==> src/core/ris_pkg.sv <==
// Constants, types and decode functions of the reset initialisation sequencer
package ris_pkg;
  // ****************************************
  // External bus addresses and data words
  // ****************************************
  localparam logic [15:0] CFG_IO_ADDR = 16'h8410;
  localparam logic [15:0] MCR_IO_ADDR = 16'h0400;
  localparam logic [15:0] IPR_IO_BASE = 16'h8000;
  localparam logic [15:0] OPR_IO_BASE = 16'h8100;
  localparam logic [15:0] BPR_IO_BASE = 16'h8200;
  localparam logic [15:0] SW_IO_ADDR = 16'h8300;
  localparam logic [15:0] ZERO_WORD = 16'h0000;
  localparam logic [15:0] ONES_WORD = 16'hffff;
  // ****************************************
  // Loop counts
  // ****************************************
  localparam logic signed [9:0] BP_COUNT = 10'sh080;
  localparam logic signed [9:0] MMU_COUNT = 10'sh100;
  localparam logic signed [9:0] MCR_COUNT = 10'sh010;
  localparam logic signed [9:0] N_ONE = 10'sh001;
  localparam logic signed [9:0] N_ZERO = 10'sh000;
  // ****************************************
  // Configuration word and fault bits
  // ****************************************
  localparam int CB_MMU0 = 0;
  localparam int CB_BPU0 = 1;
  localparam int CB_MMU1 = 3;
  localparam int CB_MMU2 = 5;
  localparam int CB_BIT = 7;
  localparam int CB_SUR = 8;
  localparam int CB_MODE_A = 10;
  localparam int CB_BPU1 = 12;
  localparam int CB_BPU2 = 13;
  localparam int FT_BIT_FAIL = 13;
  // ****************************************
  // Register map, byte addresses
  // ****************************************
  localparam logic [4:0] A_STATUS = 5'h00;
  localparam logic [4:0] A_CONFIG = 5'h04;
  localparam logic [4:0] A_FAULT = 5'h08;
  localparam logic [4:0] A_FMASK = 5'h0c;
  localparam logic [4:0] A_FETCH0 = 5'h10;
  localparam logic [4:0] A_FETCH1 = 5'h14;
  localparam logic [4:0] A_CONTROL = 5'h18;
  localparam int CTL_RESTART = 0;
  // ****************************************
  // Types
  // ****************************************
  typedef enum logic [4:0] {
    S_PIC_INIT, S_RD_CFG, S_BP_LOAD, S_BP_DEC, S_BP_CLR, S_WR_CFG, S_MMU_CHK,
    S_MMU_LOAD, S_MMU_DEC, S_MMU_IPR, S_MMU_OPR, S_MCR_LOAD, S_MCR_SEL, S_MCR_WR,
    S_MCR_DEC, S_IC_CLR, S_BIT_CHK, S_BIT_RUN, S_PIC_REINIT, S_SW_ZERO, S_FT_CHK,
    S_FT_SET, S_DISC, S_FETCH0, S_FETCH1, S_RUN
  } ris_state_t;
  typedef enum logic [1:0] {BPH_IDLE, BPH_ADDR, BPH_DATA} ris_bph_t;

  function automatic logic ris_mmu_fitted(input logic [15:0] cfg);
    ris_mmu_fitted = cfg[CB_MMU0] | cfg[CB_MMU1] | cfg[CB_MMU2];
  endfunction

  function automatic logic ris_bpu_fitted(input logic [15:0] cfg);
    ris_bpu_fitted = cfg[CB_BPU0] | cfg[CB_BPU1] | cfg[CB_BPU2];
  endfunction
endpackage

==> src/core/ris_bus_cycle.sv <==
// External bus cycle engine: address phase, strobed data phase, ready wait
`timescale 1ns/1ps
module ris_bus_cycle (
  input wire logic mclk,
  input wire logic nrst,
  input wire logic go,
  input wire logic we,
  input wire logic io,
  input wire logic cfg_sel,
  input wire logic [15:0] addr,
  input wire logic [15:0] wdata,
  input wire logic ready_pin,
  input wire logic [15:0] din_pin,
  output logic ack,
  output logic [15:0] rdata,
  output logic [15:0] bus_addr,
  output logic [15:0] bus_dout,
  output logic bus_doe_n,
  output logic bus_rd_n,
  output logic bus_wr_n,
  output logic bus_io_n,
  output logic bus_ds_n,
  output logic bus_as,
  output logic cfg_strobe_n
);
  import ris_pkg::*;
  ris_bph_t ph, next_ph;
  logic rdy_m, rdy_s, we_q, cfg_q;
  logic [15:0] din_m, din_s;
  wire take = go && (ph == BPH_IDLE);
  wire fin = (ph == BPH_DATA) && rdy_s;
  wire in_data = (next_ph == BPH_DATA);

  always_comb begin
    case (ph)
      BPH_IDLE: next_ph = go ? BPH_ADDR : BPH_IDLE;
      BPH_ADDR: next_ph = BPH_DATA;
      BPH_DATA: next_ph = rdy_s ? BPH_IDLE : BPH_DATA;
      default: next_ph = BPH_IDLE;
    endcase
  end

  always_ff @(posedge mclk or negedge nrst) begin
    if (!nrst) begin
      {rdy_m, rdy_s, din_m, din_s} <= '0;
      ph <= BPH_IDLE;
    end else begin
      rdy_m <= ready_pin;
      rdy_s <= rdy_m;
      din_m <= din_pin;
      din_s <= din_m;
      ph <= next_ph;
    end
  end

  // Standard strobes on every external step, none when idle
  always_ff @(posedge mclk or negedge nrst) begin
    if (!nrst) begin
      {ack, rdata, bus_addr, bus_dout, we_q, cfg_q, bus_as} <= '0;
      {bus_doe_n, bus_rd_n, bus_wr_n, bus_io_n, bus_ds_n, cfg_strobe_n} <= '1;
    end else begin
      ack <= fin;
      if (fin) begin
        rdata <= din_s;
      end
      if (take) begin
        bus_addr <= addr;
        bus_dout <= wdata;
        bus_io_n <= !io;
        we_q <= we;
        cfg_q <= cfg_sel && io && !we;
      end
      bus_as <= (next_ph == BPH_ADDR);
      bus_rd_n <= !(in_data && !we_q);
      bus_wr_n <= !(in_data && we_q);
      bus_ds_n <= !in_data;
      bus_doe_n <= !(in_data && we_q);
      cfg_strobe_n <= !(in_data && cfg_q);
    end
  end

  property p_cfg_strobe;
    @(posedge mclk) disable iff (!nrst)
      !cfg_strobe_n |-> (!bus_io_n && bus_wr_n && !bus_rd_n && bus_addr == CFG_IO_ADDR);
  endproperty
  a_cfg_strobe: assert property (p_cfg_strobe) else $error("config strobe outside read");

  property p_strobe_pair;
    @(posedge mclk) disable iff (!nrst)
      $fell(bus_ds_n) |-> $past(bus_as) && (bus_rd_n != bus_wr_n);
  endproperty
  a_strobe_pair: assert property (p_strobe_pair) else $error("data strobe without address");
endmodule // ris_bus_cycle

==> src/core/ris_sequencer.sv <==
// Power-up and reset initialisation sequencer with Avalon-MM status registers
// Summary of operation
// Fixed initialisation sequence before any instruction
// Read config word at 8410 with strobe low
// Protect-clear loop of 128, or 0 without unit
// Copy external config into internal register
// 256 instruction/operand page writes when unit fitted
// Page fields zero, physical page equals logical
// Seventeen memory control writes, one per bank; the code makes them only when the MMU is fitted
// Clear counter, self-test only when requested
// Self-test fail merges result, sets fault bit 13
// DMA disabled, start-up ROM enabled, pass flag
// Fetch words 0 and 1 with bank zero
// Execution starts after pipeline, pass or fail
// Status, fault, interrupt state left zero
// Extended mode sets fault mask all ones
// Timers and trigger-go run, trigger line high
// Reinitialise interrupt unit, zero status word
// External steps use normal strobed bus cycles
// System supplies 16-bit configuration word
// Pass flag high on pass or no self-test
// Config strobe enables the external latch
`timescale 1ns/1ps
module ris_sequencer (
  input wire logic mclk,
  input wire logic nrst,
  input wire logic [4:0] avs_address,
  input wire logic avs_read,
  input wire logic avs_write,
  input wire logic [31:0] avs_writedata,
  output logic [31:0] avs_readdata,
  output logic avs_waitrequest,
  input wire logic bus_ready,
  input wire logic [15:0] bus_din,
  output logic [15:0] bus_addr,
  output logic [15:0] bus_dout,
  output logic bus_doe_n,
  output logic bus_rd_n,
  output logic bus_wr_n,
  output logic bus_io_n,
  output logic bus_ds_n,
  output logic bus_as,
  output logic config_latch_read_strobe_n,
  output logic [4:0] page_bank,
  input wire logic selftest_done,
  input wire logic [15:0] selftest_result,
  output logic selftest_start,
  output logic int_unit_reset,
  output logic dma_enable_line,
  output logic startup_rom_enable,
  output logic selftest_pass_flag,
  output logic trigger_go_output,
  output logic timers_run,
  output logic exec_start
);
  import ris_pkg::*;
  // ****************************************
  // Sequencer state
  // ****************************************
  ris_state_t state, next_state;
  logic signed [9:0] n, next_n;
  logic pend, ack, st_fail, restart_req;
  logic [15:0] cfg_ext, cfg_int, fault, fmask, ic, st_res, word0, word1, rdata;
  wire logic signed [9:0] n_dec = n - N_ONE;
  wire block_protect_unit = ris_bpu_fitted(cfg_ext);
  wire mmu = ris_mmu_fitted(cfg_int);
  wire ext_step = (state == S_RD_CFG) || (state == S_BP_CLR) || (state == S_MMU_IPR)
    || (state == S_MMU_OPR) || (state == S_MCR_WR) || (state == S_SW_ZERO)
    || (state == S_FETCH0) || (state == S_FETCH1);
  wire go = ext_step && !pend;
  wire fetch = (state == S_FETCH0) || (state == S_FETCH1);
  wire req_we = !(state == S_RD_CFG) && !fetch;
  wire req_io = !fetch;
  wire req_cfg = (state == S_RD_CFG);
  // Physical page equals the index, lock/write/exec fields stay clear
  wire [15:0] page_word = {8'h00, n[7:0]};
  wire [15:0] req_addr =
    (state == S_RD_CFG) ? CFG_IO_ADDR :
    (state == S_BP_CLR) ? (BPR_IO_BASE | page_word) :
    (state == S_MMU_IPR) ? (IPR_IO_BASE | page_word) :
    (state == S_MMU_OPR) ? (OPR_IO_BASE | page_word) :
    (state == S_MCR_WR) ? MCR_IO_ADDR :
    (state == S_SW_ZERO) ? SW_IO_ADDR :
    (state == S_FETCH1) ? (ic + 16'h0001) : ic;
  wire [15:0] req_wdata =
    ((state == S_MMU_IPR) || (state == S_MMU_OPR)) ? page_word :
    (state == S_MCR_WR) ? {11'h000, page_bank} : ZERO_WORD;

  always_comb begin
    next_state = state;
    next_n = n;
    case (state)
      S_PIC_INIT: next_state = S_RD_CFG;
      S_RD_CFG: if (ack) next_state = S_BP_LOAD;
      S_BP_LOAD: begin
        next_n = block_protect_unit ? BP_COUNT : N_ZERO;
        next_state = S_BP_DEC;
      end
      S_BP_DEC: begin
        next_n = n_dec;
        next_state = n_dec[9] ? S_WR_CFG : S_BP_CLR;
      end
      S_BP_CLR: if (ack) next_state = S_BP_DEC;
      S_WR_CFG: next_state = S_MMU_CHK;
      S_MMU_CHK: next_state = mmu ? S_MMU_LOAD : S_IC_CLR;
      S_MMU_LOAD: begin
        next_n = MMU_COUNT;
        next_state = S_MMU_DEC;
      end
      S_MMU_DEC: begin
        next_n = n_dec;
        next_state = S_MMU_IPR;
      end
      S_MMU_IPR: if (ack) next_state = S_MMU_OPR;
      S_MMU_OPR: if (ack) next_state = (n > N_ZERO) ? S_MMU_DEC : S_MCR_LOAD;
      S_MCR_LOAD: begin
        next_n = MCR_COUNT;
        next_state = S_MCR_SEL;
      end
      S_MCR_SEL: next_state = S_MCR_WR;
      S_MCR_WR: if (ack) next_state = S_MCR_DEC;
      S_MCR_DEC: begin
        next_n = n_dec;
        next_state = n_dec[9] ? S_IC_CLR : S_MCR_SEL;
      end
      S_IC_CLR: next_state = S_BIT_CHK;
      S_BIT_CHK: next_state = cfg_int[CB_BIT] ? S_BIT_RUN : S_PIC_REINIT;
      S_BIT_RUN: if (selftest_done) next_state = S_PIC_REINIT;
      S_PIC_REINIT: next_state = S_SW_ZERO;
      S_SW_ZERO: if (ack) next_state = S_FT_CHK;
      S_FT_CHK: next_state = st_fail ? S_FT_SET : S_DISC;
      S_FT_SET: next_state = S_DISC;
      S_DISC: next_state = S_FETCH0;
      S_FETCH0: if (ack) next_state = S_FETCH1;
      S_FETCH1: if (ack) next_state = S_RUN;
      S_RUN: if (restart_req) next_state = S_PIC_INIT;
      default: next_state = S_PIC_INIT;
    endcase
  end

  always_ff @(posedge mclk or negedge nrst) begin
    if (!nrst) begin
      state <= S_PIC_INIT;
      {n, pend} <= '0;
    end else begin
      state <= next_state;
      n <= next_n;
      pend <= go || (pend && !ack);
    end
  end

  // ****************************************
  // Configuration, counters and results
  // ****************************************
  always_ff @(posedge mclk or negedge nrst) begin
    if (!nrst) begin
      {cfg_ext, cfg_int, ic, fault, fmask, st_res, st_fail, word0, word1} <= '0;
      page_bank <= '0;
    end else begin
      if (state == S_RD_CFG && ack) cfg_ext <= rdata;
      if (state == S_WR_CFG) cfg_int <= cfg_ext;
      if (state == S_MCR_SEL) page_bank <= n[4:0];
      if (state == S_DISC) page_bank <= '0;
      if (state == S_IC_CLR) ic <= ZERO_WORD;
      if (state == S_PIC_INIT) begin
        {fault, st_res, st_fail} <= '0;
        fmask <= ZERO_WORD;
      end
      if (state == S_BIT_RUN && selftest_done) begin
        st_res <= selftest_result;
        st_fail <= |selftest_result;
      end
      if (state == S_FT_SET) begin
        fault <= fault | st_res;
        fault[FT_BIT_FAIL] <= 1'b1;
      end
      if (state == S_DISC) fmask <= cfg_int[CB_MODE_A] ? ZERO_WORD : ONES_WORD;
      if (state == S_FETCH0 && ack) word0 <= rdata;
      if (state == S_FETCH1 && ack) word1 <= rdata;
    end
  end

  // ****************************************
  // Discrete outputs
  // ****************************************
  always_ff @(posedge mclk or negedge nrst) begin
    if (!nrst) begin
      {selftest_start, int_unit_reset, dma_enable_line, startup_rom_enable} <= '0;
      {selftest_pass_flag, trigger_go_output, timers_run, exec_start} <= '0;
    end else begin
      selftest_start <= (state == S_BIT_CHK) && cfg_int[CB_BIT];
      int_unit_reset <= (state == S_PIC_INIT) || (state == S_PIC_REINIT);
      if (state == S_PIC_INIT) begin
        {selftest_pass_flag, trigger_go_output, timers_run, exec_start} <= '0;
      end
      if (state == S_DISC) begin
        dma_enable_line <= 1'b0;
        startup_rom_enable <= 1'b1;
        selftest_pass_flag <= !st_fail;
        trigger_go_output <= 1'b1;
        timers_run <= 1'b1;
      end
      if (state == S_FETCH1 && ack) exec_start <= 1'b1;
    end
  end

  // ****************************************
  // Avalon-MM slave, one wait state per access
  // ****************************************
  wire req = avs_read || avs_write;
  wire [31:0] rd_mux =
    (avs_address == A_STATUS) ? {19'h00000, state, 4'h0, block_protect_unit, mmu,
      selftest_pass_flag, exec_start} :
    (avs_address == A_CONFIG) ? {16'h0000, cfg_int} :
    (avs_address == A_FAULT) ? {16'h0000, fault} :
    (avs_address == A_FMASK) ? {16'h0000, fmask} :
    (avs_address == A_FETCH0) ? {16'h0000, word0} :
    (avs_address == A_FETCH1) ? {16'h0000, word1} : 32'h00000000;
  wire ctl_wr = avs_write && !avs_waitrequest && (avs_address == A_CONTROL);

  always_ff @(posedge mclk or negedge nrst) begin
    if (!nrst) begin
      avs_waitrequest <= 1'b1;
      avs_readdata <= '0;
      restart_req <= 1'b0;
    end else begin
      avs_waitrequest <= !(req && avs_waitrequest);
      if (req && avs_waitrequest) avs_readdata <= rd_mux;
      // A new request wins over the restart being consumed
      restart_req <= (ctl_wr && avs_writedata[CTL_RESTART]) || (restart_req && state != S_RUN);
    end
  end

  ris_bus_cycle u_bus (
    .mclk(mclk),
    .nrst(nrst),
    .go(go),
    .we(req_we),
    .io(req_io),
    .cfg_sel(req_cfg),
    .addr(req_addr),
    .wdata(req_wdata),
    .ready_pin(bus_ready),
    .din_pin(bus_din),
    .ack(ack),
    .rdata(rdata),
    .bus_addr(bus_addr),
    .bus_dout(bus_dout),
    .bus_doe_n(bus_doe_n),
    .bus_rd_n(bus_rd_n),
    .bus_wr_n(bus_wr_n),
    .bus_io_n(bus_io_n),
    .bus_ds_n(bus_ds_n),
    .bus_as(bus_as),
    .cfg_strobe_n(config_latch_read_strobe_n)
  );

  // ****************************************
  // Checks
  // ****************************************
  property p_bp_load;
    @(posedge mclk) disable iff (!nrst)
      state == S_BP_LOAD |=> n == ($past(block_protect_unit) ? BP_COUNT : N_ZERO);
  endproperty
  a_bp_load: assert property (p_bp_load) else $error("protect loop count wrong");

  property p_cfg_copy;
    @(posedge mclk) disable iff (!nrst) state == S_WR_CFG |=> cfg_int == $past(cfg_ext);
  endproperty
  a_cfg_copy: assert property (p_cfg_copy) else $error("internal config not loaded");

  property p_mmu_skip;
    @(posedge mclk) disable iff (!nrst) state == S_MMU_CHK && !mmu |=> state == S_IC_CLR;
  endproperty
  a_mmu_skip: assert property (p_mmu_skip) else $error("page load without unit");

  property p_page_word;
    @(posedge mclk) disable iff (!nrst)
      go && state == S_MMU_IPR |-> req_wdata[15:8] == 8'h00 && req_wdata[7:0] == n[7:0];
  endproperty
  a_page_word: assert property (p_page_word) else $error("page register not identity");

  property p_mcr_load;
    @(posedge mclk) disable iff (!nrst) state == S_MCR_LOAD |=> n == MCR_COUNT;
  endproperty
  a_mcr_load: assert property (p_mcr_load) else $error("bank count wrong");

  property p_bit_skip;
    @(posedge mclk) disable iff (!nrst)
      state == S_BIT_CHK && !cfg_int[CB_BIT] |=> state == S_PIC_REINIT ##1 !selftest_start;
  endproperty
  a_bit_skip: assert property (p_bit_skip) else $error("self-test run unrequested");

  property p_ft_set;
    @(posedge mclk) disable iff (!nrst) state == S_FT_SET |=> fault[FT_BIT_FAIL];
  endproperty
  a_ft_set: assert property (p_ft_set) else $error("fault bit not set");

  property p_disc;
    @(posedge mclk) disable iff (!nrst)
      state == S_DISC |=> !dma_enable_line && startup_rom_enable && trigger_go_output
        && selftest_pass_flag == !$past(st_fail);
  endproperty
  a_disc: assert property (p_disc) else $error("discretes not initialised");

  property p_fetch;
    @(posedge mclk) disable iff (!nrst)
      go && fetch |-> !req_io && page_bank == 5'h00 && req_addr[15:1] == 15'h0000;
  endproperty
  a_fetch: assert property (p_fetch) else $error("pipeline fetch misaddressed");

  property p_exec;
    @(posedge mclk) disable iff (!nrst) state == S_FETCH1 && ack |=> ##1 exec_start;
  endproperty
  a_exec: assert property (p_exec) else $error("execution not started");
endmodule // ris_sequencer

==> config.mk <==
export PLATFORM = sky130hd
export DESIGN_NAME = ris_sequencer
export DESIGN_NICKNAME = d
export VERILOG_FILES = /design/src/core/ris_pkg.sv /design/src/core/ris_bus_cycle.sv /design/src/core/ris_sequencer.sv
export SDC_FILE = /design/constraint.sdc
export NUM_CORES = 1
export LEC_CHECK = 0
export BUFFER_PORTS_ARGS = -buffer_cell sky130_fd_sc_hd__buf_2
export CAP_MARGIN = 20
export CORE_MARGIN = 5
export CORE_UTILIZATION = 40
export CTS_BUF_LIST = sky130_fd_sc_hd__clkbuf_8
export CTS_CLUSTER_SIZE = 16
export DETAILED_ROUTE_END_ITERATION = 7
export GPL_TIMING_DRIVEN = 0
export PLACE_DENSITY = 0.62
export SYNTH_ARGS = -nofsm -noshare
export SYNTH_HDL_FRONTEND = slang
export SYNTH_SLANG_ARGS = --single-unit
==> constraint.sdc <==
create_clock -name mclk -period 5 [get_ports mclk]
set_input_delay 0.25 -clock mclk [delete_from_list [all_inputs] [get_ports mclk]]
set_output_delay 0.25 -clock mclk [all_outputs]
set_load 0.05 [all_outputs]
==> metrics, run 1 <==
outcome=completed; maxcap violations=0; Worst setup EP type=register; data required time at the worst endpoint=5.41 ns; Num CTS Buffers=38; worst path cell trace=clkbuf_1 -> nor3_1 -> nand3_1 -> xnor2_1 -> a311o_1 -> a32o_1; number of cells on the worst reg-to-reg path=6; LEAKAGE=5.85 nW; global-route wire length before repair=41700 um; CP top delay family=simple AND/OR/NAND/NOR gates; number of failing hold endpoints at the final stage=0; Worst Max-Slew Pin Slew=1.01 ns; Yosys Warn Count=0; max-slew violation count=0; fraction of registers with async set/reset=1.00; Max Fclk=0.423 GHz; maximum level of the CTS H-tree=2; Root Buffer Master=sky130_fd_sc_hd__clkbuf_8; number of top-level pins=160; via count of the routed design=7436; overflow left after global routing=0; count of flip-flops with a built-in enable after synthesis=0; routability congestion estimate=0.946; iteration-0 DRC count of the detailed router=561; Post-Syn Instances=883; height of the die=167 um; minimum clock period=2.36 ns; delay of the slowest cell on the worst path=0.54 ns; total track usage=0.185; count of state elements after synthesis=223; worst hold slack=0.0629 ns; Avg Synthesized Cell Area=11.1 sq um; CTS clock-pin slew for the worst setup and hold paths=0.06 ns; clock tree from TritonCTS=built; Residual DRC=0; Initial DRT Pass Iterations=5; maximum buffer depth of the clock tree=3; Die Width=167 um; vias per cell=5.20; floorplan row count=57; total of endpoints with negative setup slack in the final report=0; Core ar.=24200 sq um; WL final=25800 um; share of Yosys cell area claimed by the top area cell type=0.553; number of antenna violations at the first check in global routing=0; later-pin clock latency in the skew report=0.53 ns; number of inserted diodes=0; critical path arrival=2.77 ns; flip-flop cell with the highest count after synthesis=sky130_fd_sc_hd__dfrtp_1; Final Net Count=1161; Synth area leader=sky130_fd_sc_hd__dfrtp_1; main area contributors after synthesis=sky130_fd_sc_hd__dfrtp_1 (55%), sky130_fd_sc_hd__mux2_2 (8.4%), sky130_fd_sc_hd__nand2_1 (5.3%); worst slew margin relative to its limit=0.321; kind of start point of the critical path=register; maximum number of pins on one net before global-route repair=124; Detail Placement HPWL=18000 um; number of cells on the worst hold path=4; count of buffers added by post-CTS timing repair for setup=0; largest voltage drop on the vdd net=0.295 mV; vias in the first global route=7549; buffer and inverter count on the worst path=1; unrepaired setup endpoints after global routing=false; Antenna Nets Post-Route=0; highest fanout seen on the critical path=8; cell type of the slowest stage on the worst timing path=sky130_fd_sc_hd__nor3_1; setup slack, reg-to-reg=2.64 ns; RR Startpoint=n[3]; starting utilization of the core area=0.405; Port-buffer cells=99; power density of the placed cells=542 nW/um^2; largest clock skew in the final design=0.0218 ns; layout cells sized above 1=0.275; CTS Sinks=223; worst setup path start=n[3]; worst min-delay path endpoint=st_fail; end of the worst register-to-register path=state[0]; critical path class=reg2reg; count of unique library cells instantiated by Yosys=69; synthesis-to-finish area growth=21.8%; register area share after synthesis=0.569; Post-Route Setup TNS=0 ns; number of inserted filler cells in the final layout=2267; number of gates resized after cts=0; hold path start=selftest_result[13]; die area=27800 sq um; HP Class=in2reg; synthesized area=9830 sq um; Post-CTS Hold Buffers=33; period utilisation layout=0.473; routed length per placed instance=18.0 um
==> cell usage in the layout (no fill, tap or decap), types with 6 or more instances in the layout <==
cell	synthesis	layout
sky130_fd_sc_hd__conb_1	1	29
sky130_fd_sc_hd__o21ai_1	9	9
sky130_fd_sc_hd__dfstp_2	6	6
sky130_fd_sc_hd__mux2_2	73	73
sky130_fd_sc_hd__o211ai_1	6	6
sky130_fd_sc_hd__a22o_1	32	32
sky130_fd_sc_hd__nor3_1	10	10
sky130_fd_sc_hd__clkbuf_8	0	47
sky130_fd_sc_hd__nand2_1	138	138
sky130_fd_sc_hd__a21oi_1	34	34
sky130_fd_sc_hd__clkbuf_1	24	24
sky130_fd_sc_hd__a22oi_1	13	13
sky130_fd_sc_hd__o21ai_0	47	47
sky130_fd_sc_hd__inv_1	14	26
sky130_fd_sc_hd__buf_4	36	36
sky130_fd_sc_hd__nor2b_1	7	7
sky130_fd_sc_hd__buf_2	18	116
sky130_fd_sc_hd__dfrtp_1	217	217
sky130_fd_sc_hd__nor2_1	30	30
sky130_fd_sc_hd__nor4_1	10	10
sky130_fd_sc_hd__nand2b_1	17	17
sky130_fd_sc_hd__nand3_1	13	13
sky130_fd_sc_hd__mux2i_1	10	10
sky130_fd_sc_hd__dlygate4sd3_1	0	33
sky130_fd_sc_hd__a31oi_1	9	9
sky130_fd_sc_hd__o221ai_1	6	6
==> power by group <==
group          leakage [nW]  internal (W)  total, W  switching (W)
combinational          2.47      0.000769   0.00229        0.00152
clock                 0.436      0.000946   0.00166       0.000716
sequential             2.94       0.00221   0.00253       0.000320
total                  5.85       0.00393   0.00649        0.00256
==> worst max path at each step <==
| stage | end | slack [ns] | cells after the start |
|---|---|---|---|
| after global placement | u_bus.din_m[8] | -0.22 | 1 |
| after CTS | state[0] | 2.62 | 6 |
| after global routing | state[0] | 2.52 | 6 |
| after detailed placement | word0[14] | 2.63 | 5 |
| after floorplan | state[0] | 2.98 | 6 |
| final | state[0] | 2.64 | 6 |
==> state kept, by name (all words and copies together), names as in the netlist, 2 cells and up <==
name / flops
u_bus.ph: 2
cfg_ext: 16
u_bus.din_m: 16
u_bus.rdata: 16
u_bus.din_s: 16
page_bank: 5
st_res: 15
u_bus.bus_dout: 8
fault: 16
word0: 16
cfg_int: 16
avs_readdata: 16
n: 10
word1: 16
state: 5
u_bus.bus_addr: 12
==> layer usage <==
layer | share of wire | GRT usage | up-vias
li1 | - | - | 3466
met1 | 0.43 | 0.241 | 3668
met2 | 0.49 | 0.312 | 245
met3 | 0.053 | 0.0372 | 57
met4 | 0.029 | 0.0608 | 0
met5 | 0 | 0 | -
==> synthesized netlist by cell type (5+ instances only) <==
cell type	instances
sky130_fd_sc_hd__nand2b_1	17
sky130_fd_sc_hd__buf_4	36
sky130_fd_sc_hd__nor2_1	30
sky130_fd_sc_hd__a22oi_1	13
sky130_fd_sc_hd__mux2_2	73
sky130_fd_sc_hd__o221ai_1	6
sky130_fd_sc_hd__o31ai_1	5
sky130_fd_sc_hd__dfrtp_1	217
sky130_fd_sc_hd__o211ai_1	6
sky130_fd_sc_hd__nor4_1	10
sky130_fd_sc_hd__dfstp_2	6
sky130_fd_sc_hd__a22o_1	32
sky130_fd_sc_hd__nand2_1	138
sky130_fd_sc_hd__buf_2	18
sky130_fd_sc_hd__inv_1	14
sky130_fd_sc_hd__nand3_1	13
sky130_fd_sc_hd__a21oi_1	34
sky130_fd_sc_hd__buf_6	5
sky130_fd_sc_hd__nor2b_1	7
sky130_fd_sc_hd__a32o_1	5
sky130_fd_sc_hd__clkbuf_1	24
sky130_fd_sc_hd__nor3b_1	5
sky130_fd_sc_hd__mux2i_1	10
sky130_fd_sc_hd__a2bb2oi_1	5
sky130_fd_sc_hd__a31oi_1	9
sky130_fd_sc_hd__o21ai_0	47
sky130_fd_sc_hd__o21ai_1	9
sky130_fd_sc_hd__nor3_1	10
sky130_fd_sc_hd__and3b_1	5
sky130_fd_sc_hd__and2_1	5
==> worst min-delay path: stages <==
cell	delay (ns)
sky130_fd_sc_hd__buf_2	0.08
sky130_fd_sc_hd__nor4_1	0.04
sky130_fd_sc_hd__nand4_1	0.07
sky130_fd_sc_hd__a22o_1	0.12
==> kinds of logic after synthesis <==
| kind of cell | count (synthesis) | synth area share |
|---|---|---|
| muxes | 84 | 0.0950 |
| other | 1 | 0.000382 |
| AOI/OAI and AO/OA | 196 | 0.135 |
| buffers and inverters | 102 | 0.0588 |
| DFF | 223 | 0.569 |
| and+or+nand+nor | 270 | 0.135 |
| xor gates and xnor gates | 5 | 0.00446 |
| adders and majority gates | 2 | 0.00255 |
==> through the flow <==
stage	instance area, sq um	setup WS, ns	util	cells	total power, W
CTS	12000	2.62	0.494	1431	0.00653
detailed placement	10900	2.63	0.448	1335	0.00482
global placement	10800	-0.217	0.447	1334	0.00479
global route	12000	2.52	0.494	1431	0.00687
floorplan	9930	2.98	-	911	0.00414
finish	12000	2.64	0.494	1431	0.00649
==> area by class of cell <==
cell class	count	area [sq um]	area share
Buffer	87	522	0.0436
Clock buffer	47	647	0.0540
Clock inverter	16	124	0.0103
Inverter	15	56.3	0.00470
Sequential cell	223	5590	0.467
Tap cell	324	405	0.0339
Timing Repair Buffer	133	863	0.0721
Multi-Input combinational cell	586	3770	0.315
Note: power is estimated with default switching activity, not from simulation.
==> inputs of run 2 (changes only) <==
clock period = 2.3 ns   (was 5 ns; I/O delays follow)
==> metrics, run 2 (synthesized netlist as in run 1, its figures left out) <==
Final Core Density=0.495 (+0.00165); maximum number of pins on one net before global-route repair=124 (unchanged); clock network power share=0.255 (about the same); buffer and inverter count on the worst path=3 (+2); floorplan row count=57 (unchanged); worst path cell trace=buf_2 -> buf_1 -> clkbuf_1 -> nand3_1 -> a32o_1; kind of start point of the critical path=register; HP Class=in2reg; Worst setup EP type=register; post-layout instance area=12000 sq um (+0.33%); outcome=completed; switching power as a share of total power=0.395 (+0.00103); count of buffers added by post-CTS timing repair for setup=0 (unchanged); Residual DRC=0 (unchanged); iteration-0 DRC count of the detailed router=582 (+3.7%); largest clock skew in the final design=0.0182 ns (-0.00363 ns); maxcap violations=0 (unchanged); most frequent cells in the layout=sky130_fd_sc_hd__dfrtp_1 (217), sky130_fd_sc_hd__nand2_1 (137), sky130_fd_sc_hd__buf_2 (115); hold path start=avs_writedata[0]; sequential fraction of design power=0.389 (-0.002); minimum clock period=2.20 ns (-0.165 ns); power density of the placed cells=1180 nW/um^2 (+120%); RR Startpoint=state[4]; cell type of the slowest stage on the worst timing path=sky130_fd_sc_hd__buf_1; Initial DRT Pass Iterations=5 (unchanged); global-route wire length before repair=41700 um (about the same); Post-Route Setup TNS=0 ns (unchanged); worst slew margin relative to its limit=0.333 (+0.0128); Overall Power=0.0142 W (+120%); number of cells on the worst reg-to-reg path=5 (-1); routed length per placed instance=18.1 um (+0.11%); vias in the first global route=7553 (+0.053%); Port-buffer cells=99 (unchanged); design internal power=0.00856 W (+120%); CP top delay family=buffers and inverters; WL final=25800 um (+0.11%); maximum level of the CTS H-tree=2 (unchanged); most common cell after layout, fill and taps aside=sky130_fd_sc_hd__dfrtp_1; delay of the slowest cell on the worst path=0.50 ns (-0.04 ns); LEAKAGE=5.86 nW (+0.24%); Detail Placement HPWL=18000 um (unchanged); Num CTS Buffers=38 (unchanged); vias per cell=5.20 (about the same); end of the worst register-to-register path=state[1]; unrepaired setup endpoints after global routing=false; net switching component of the power=0.00560 W (+120%); critical path arrival=2.61 ns (-0.16 ns); Max Fclk=0.455 GHz (+7.5%); overflow left after global routing=0 (unchanged); combinational cell fraction of total power=0.355 (+0.002); later-pin clock latency in the skew report=0.53 ns (about the same); CTS clock-pin slew for the worst setup and hold paths=0.07 ns (about the same); worst min-delay path endpoint=restart_req; critical path class=reg2reg; number of cells on the worst hold path=3 (-1); clock tree from TritonCTS=built; highest fanout seen on the critical path=10 (+2); Worst Max-Slew Pin Slew=0.992 ns (-0.0190 ns); Core ar.=24200 sq um (unchanged); pre-CTS setup slack=-0.0682 ns (-2.70 ns); maximum buffer depth of the clock tree=3 (unchanged); largest voltage drop on the vdd net=0.641 mV (+120%); number of inserted diodes=0 (unchanged); total of endpoints with negative setup slack in the final report=0 (unchanged); post-detailed-placement cell area=10900 sq um (unchanged); number of failing hold endpoints at the final stage=0 (unchanged); via count of the routed design=7438 (+0.027%); starting utilization of the core area=0.405 (unchanged); number of antenna violations at the first check in global routing=0 (unchanged); routability congestion estimate=0.946 (unchanged); setup slack, reg-to-reg=0.10 ns (-2.53 ns); data required time at the worst endpoint=2.71 ns (-2.70 ns); max-slew violation count=0 (unchanged); height of the die=167 um (unchanged); period utilisation layout=0.956 (+0.483); number of top-level pins=160 (unchanged); total track usage=0.185 (about the same); minimum setup slack in the final design=0.100 ns (-2.53 ns); layout cells sized above 1=0.278 (+0.00361); CTS Sinks=223 (unchanged); Die Width=167 um (unchanged); die area=27800 sq um (unchanged); Final Net Count=1161 (unchanged); Antenna Nets Post-Route=0 (unchanged); Root Buffer Master=sky130_fd_sc_hd__clkbuf_8; synthesis-to-finish area growth=22.2%
run 2: metal layers:
layer	global-route usage	vias up	wire length, um
met1	0.241	3681	11000
met3	0.0372	60	1340
met2	0.312	233	12700
met5	0	-	0
li1	-	3464	-
met4	0.0608	0	762
run 2: worst register-to-register path, cell delays in order, from the launching register on:
cell and delay (ns):
sky130_fd_sc_hd__dfrtp_1 0.34, sky130_fd_sc_hd__buf_2 0.25, sky130_fd_sc_hd__buf_1 0.50, sky130_fd_sc_hd__clkbuf_1 0.48, sky130_fd_sc_hd__nand3_1 0.20, sky130_fd_sc_hd__a32o_1 0.31
run 2: worst max path at each step:
stage / from / depth (start not counted) / endpoint / slack (ns)
floorplan: n[3] / 6 / state[0] / 0.28
global placement: nrst / 1 / u_bus.din_m[8] / -2.78
detailed placement: state[3] / 5 / word0[14] / -0.07
CTS: state[3] / 6 / word1[12] / 0.06
global route: state[1] / 8 / u_bus.bus_addr[8] / 0.04
finish: state[4] / 5 / state[1] / 0.10
run 2: power groups by stage:
stage / clock network [W] / logic (W) / registers (W)
2_1_floorplan: 0 / 0.00288 / 0.00612
3_3_place_gp: 0 / 0.00485 / 0.00556
3_5_place_dp: 0 / 0.00490 / 0.00557
4_1_cts: 0.00373 / 0.00497 / 0.00551
5_1_grt: 0.00389 / 0.00546 / 0.00563
6_report: 0.00361 / 0.00503 / 0.00551
run 2: layout make-up:
class	count	area (sq um)
Multi-Input combinational cell	586	3800
Sequential cell	223	5590
Inverter	15	56.3
Timing Repair Buffer	134	873
Tap cell	324	405
Clock buffer	47	647
Fill cell	2262	12200
Clock inverter	16	124
Buffer	86	517
run 2: repair_timing:
item	4_1_cts	5_1_grt
cloned	0	0
hold buffers	34	0
resized for setup	3	4
hold endpoints to repair	128	0
setup endpoints to repair	11	26
run 2: through the flow:
stage / cells / hold slack (ns)
after floorplan: 911 / -0.181
after global placement: 1334 / 0.223
after detailed placement: 1335 / 0.221
after CTS: 1432 / 0.0467
after global routing: 1431 / 0.0950
final: 1431 / 0.0608
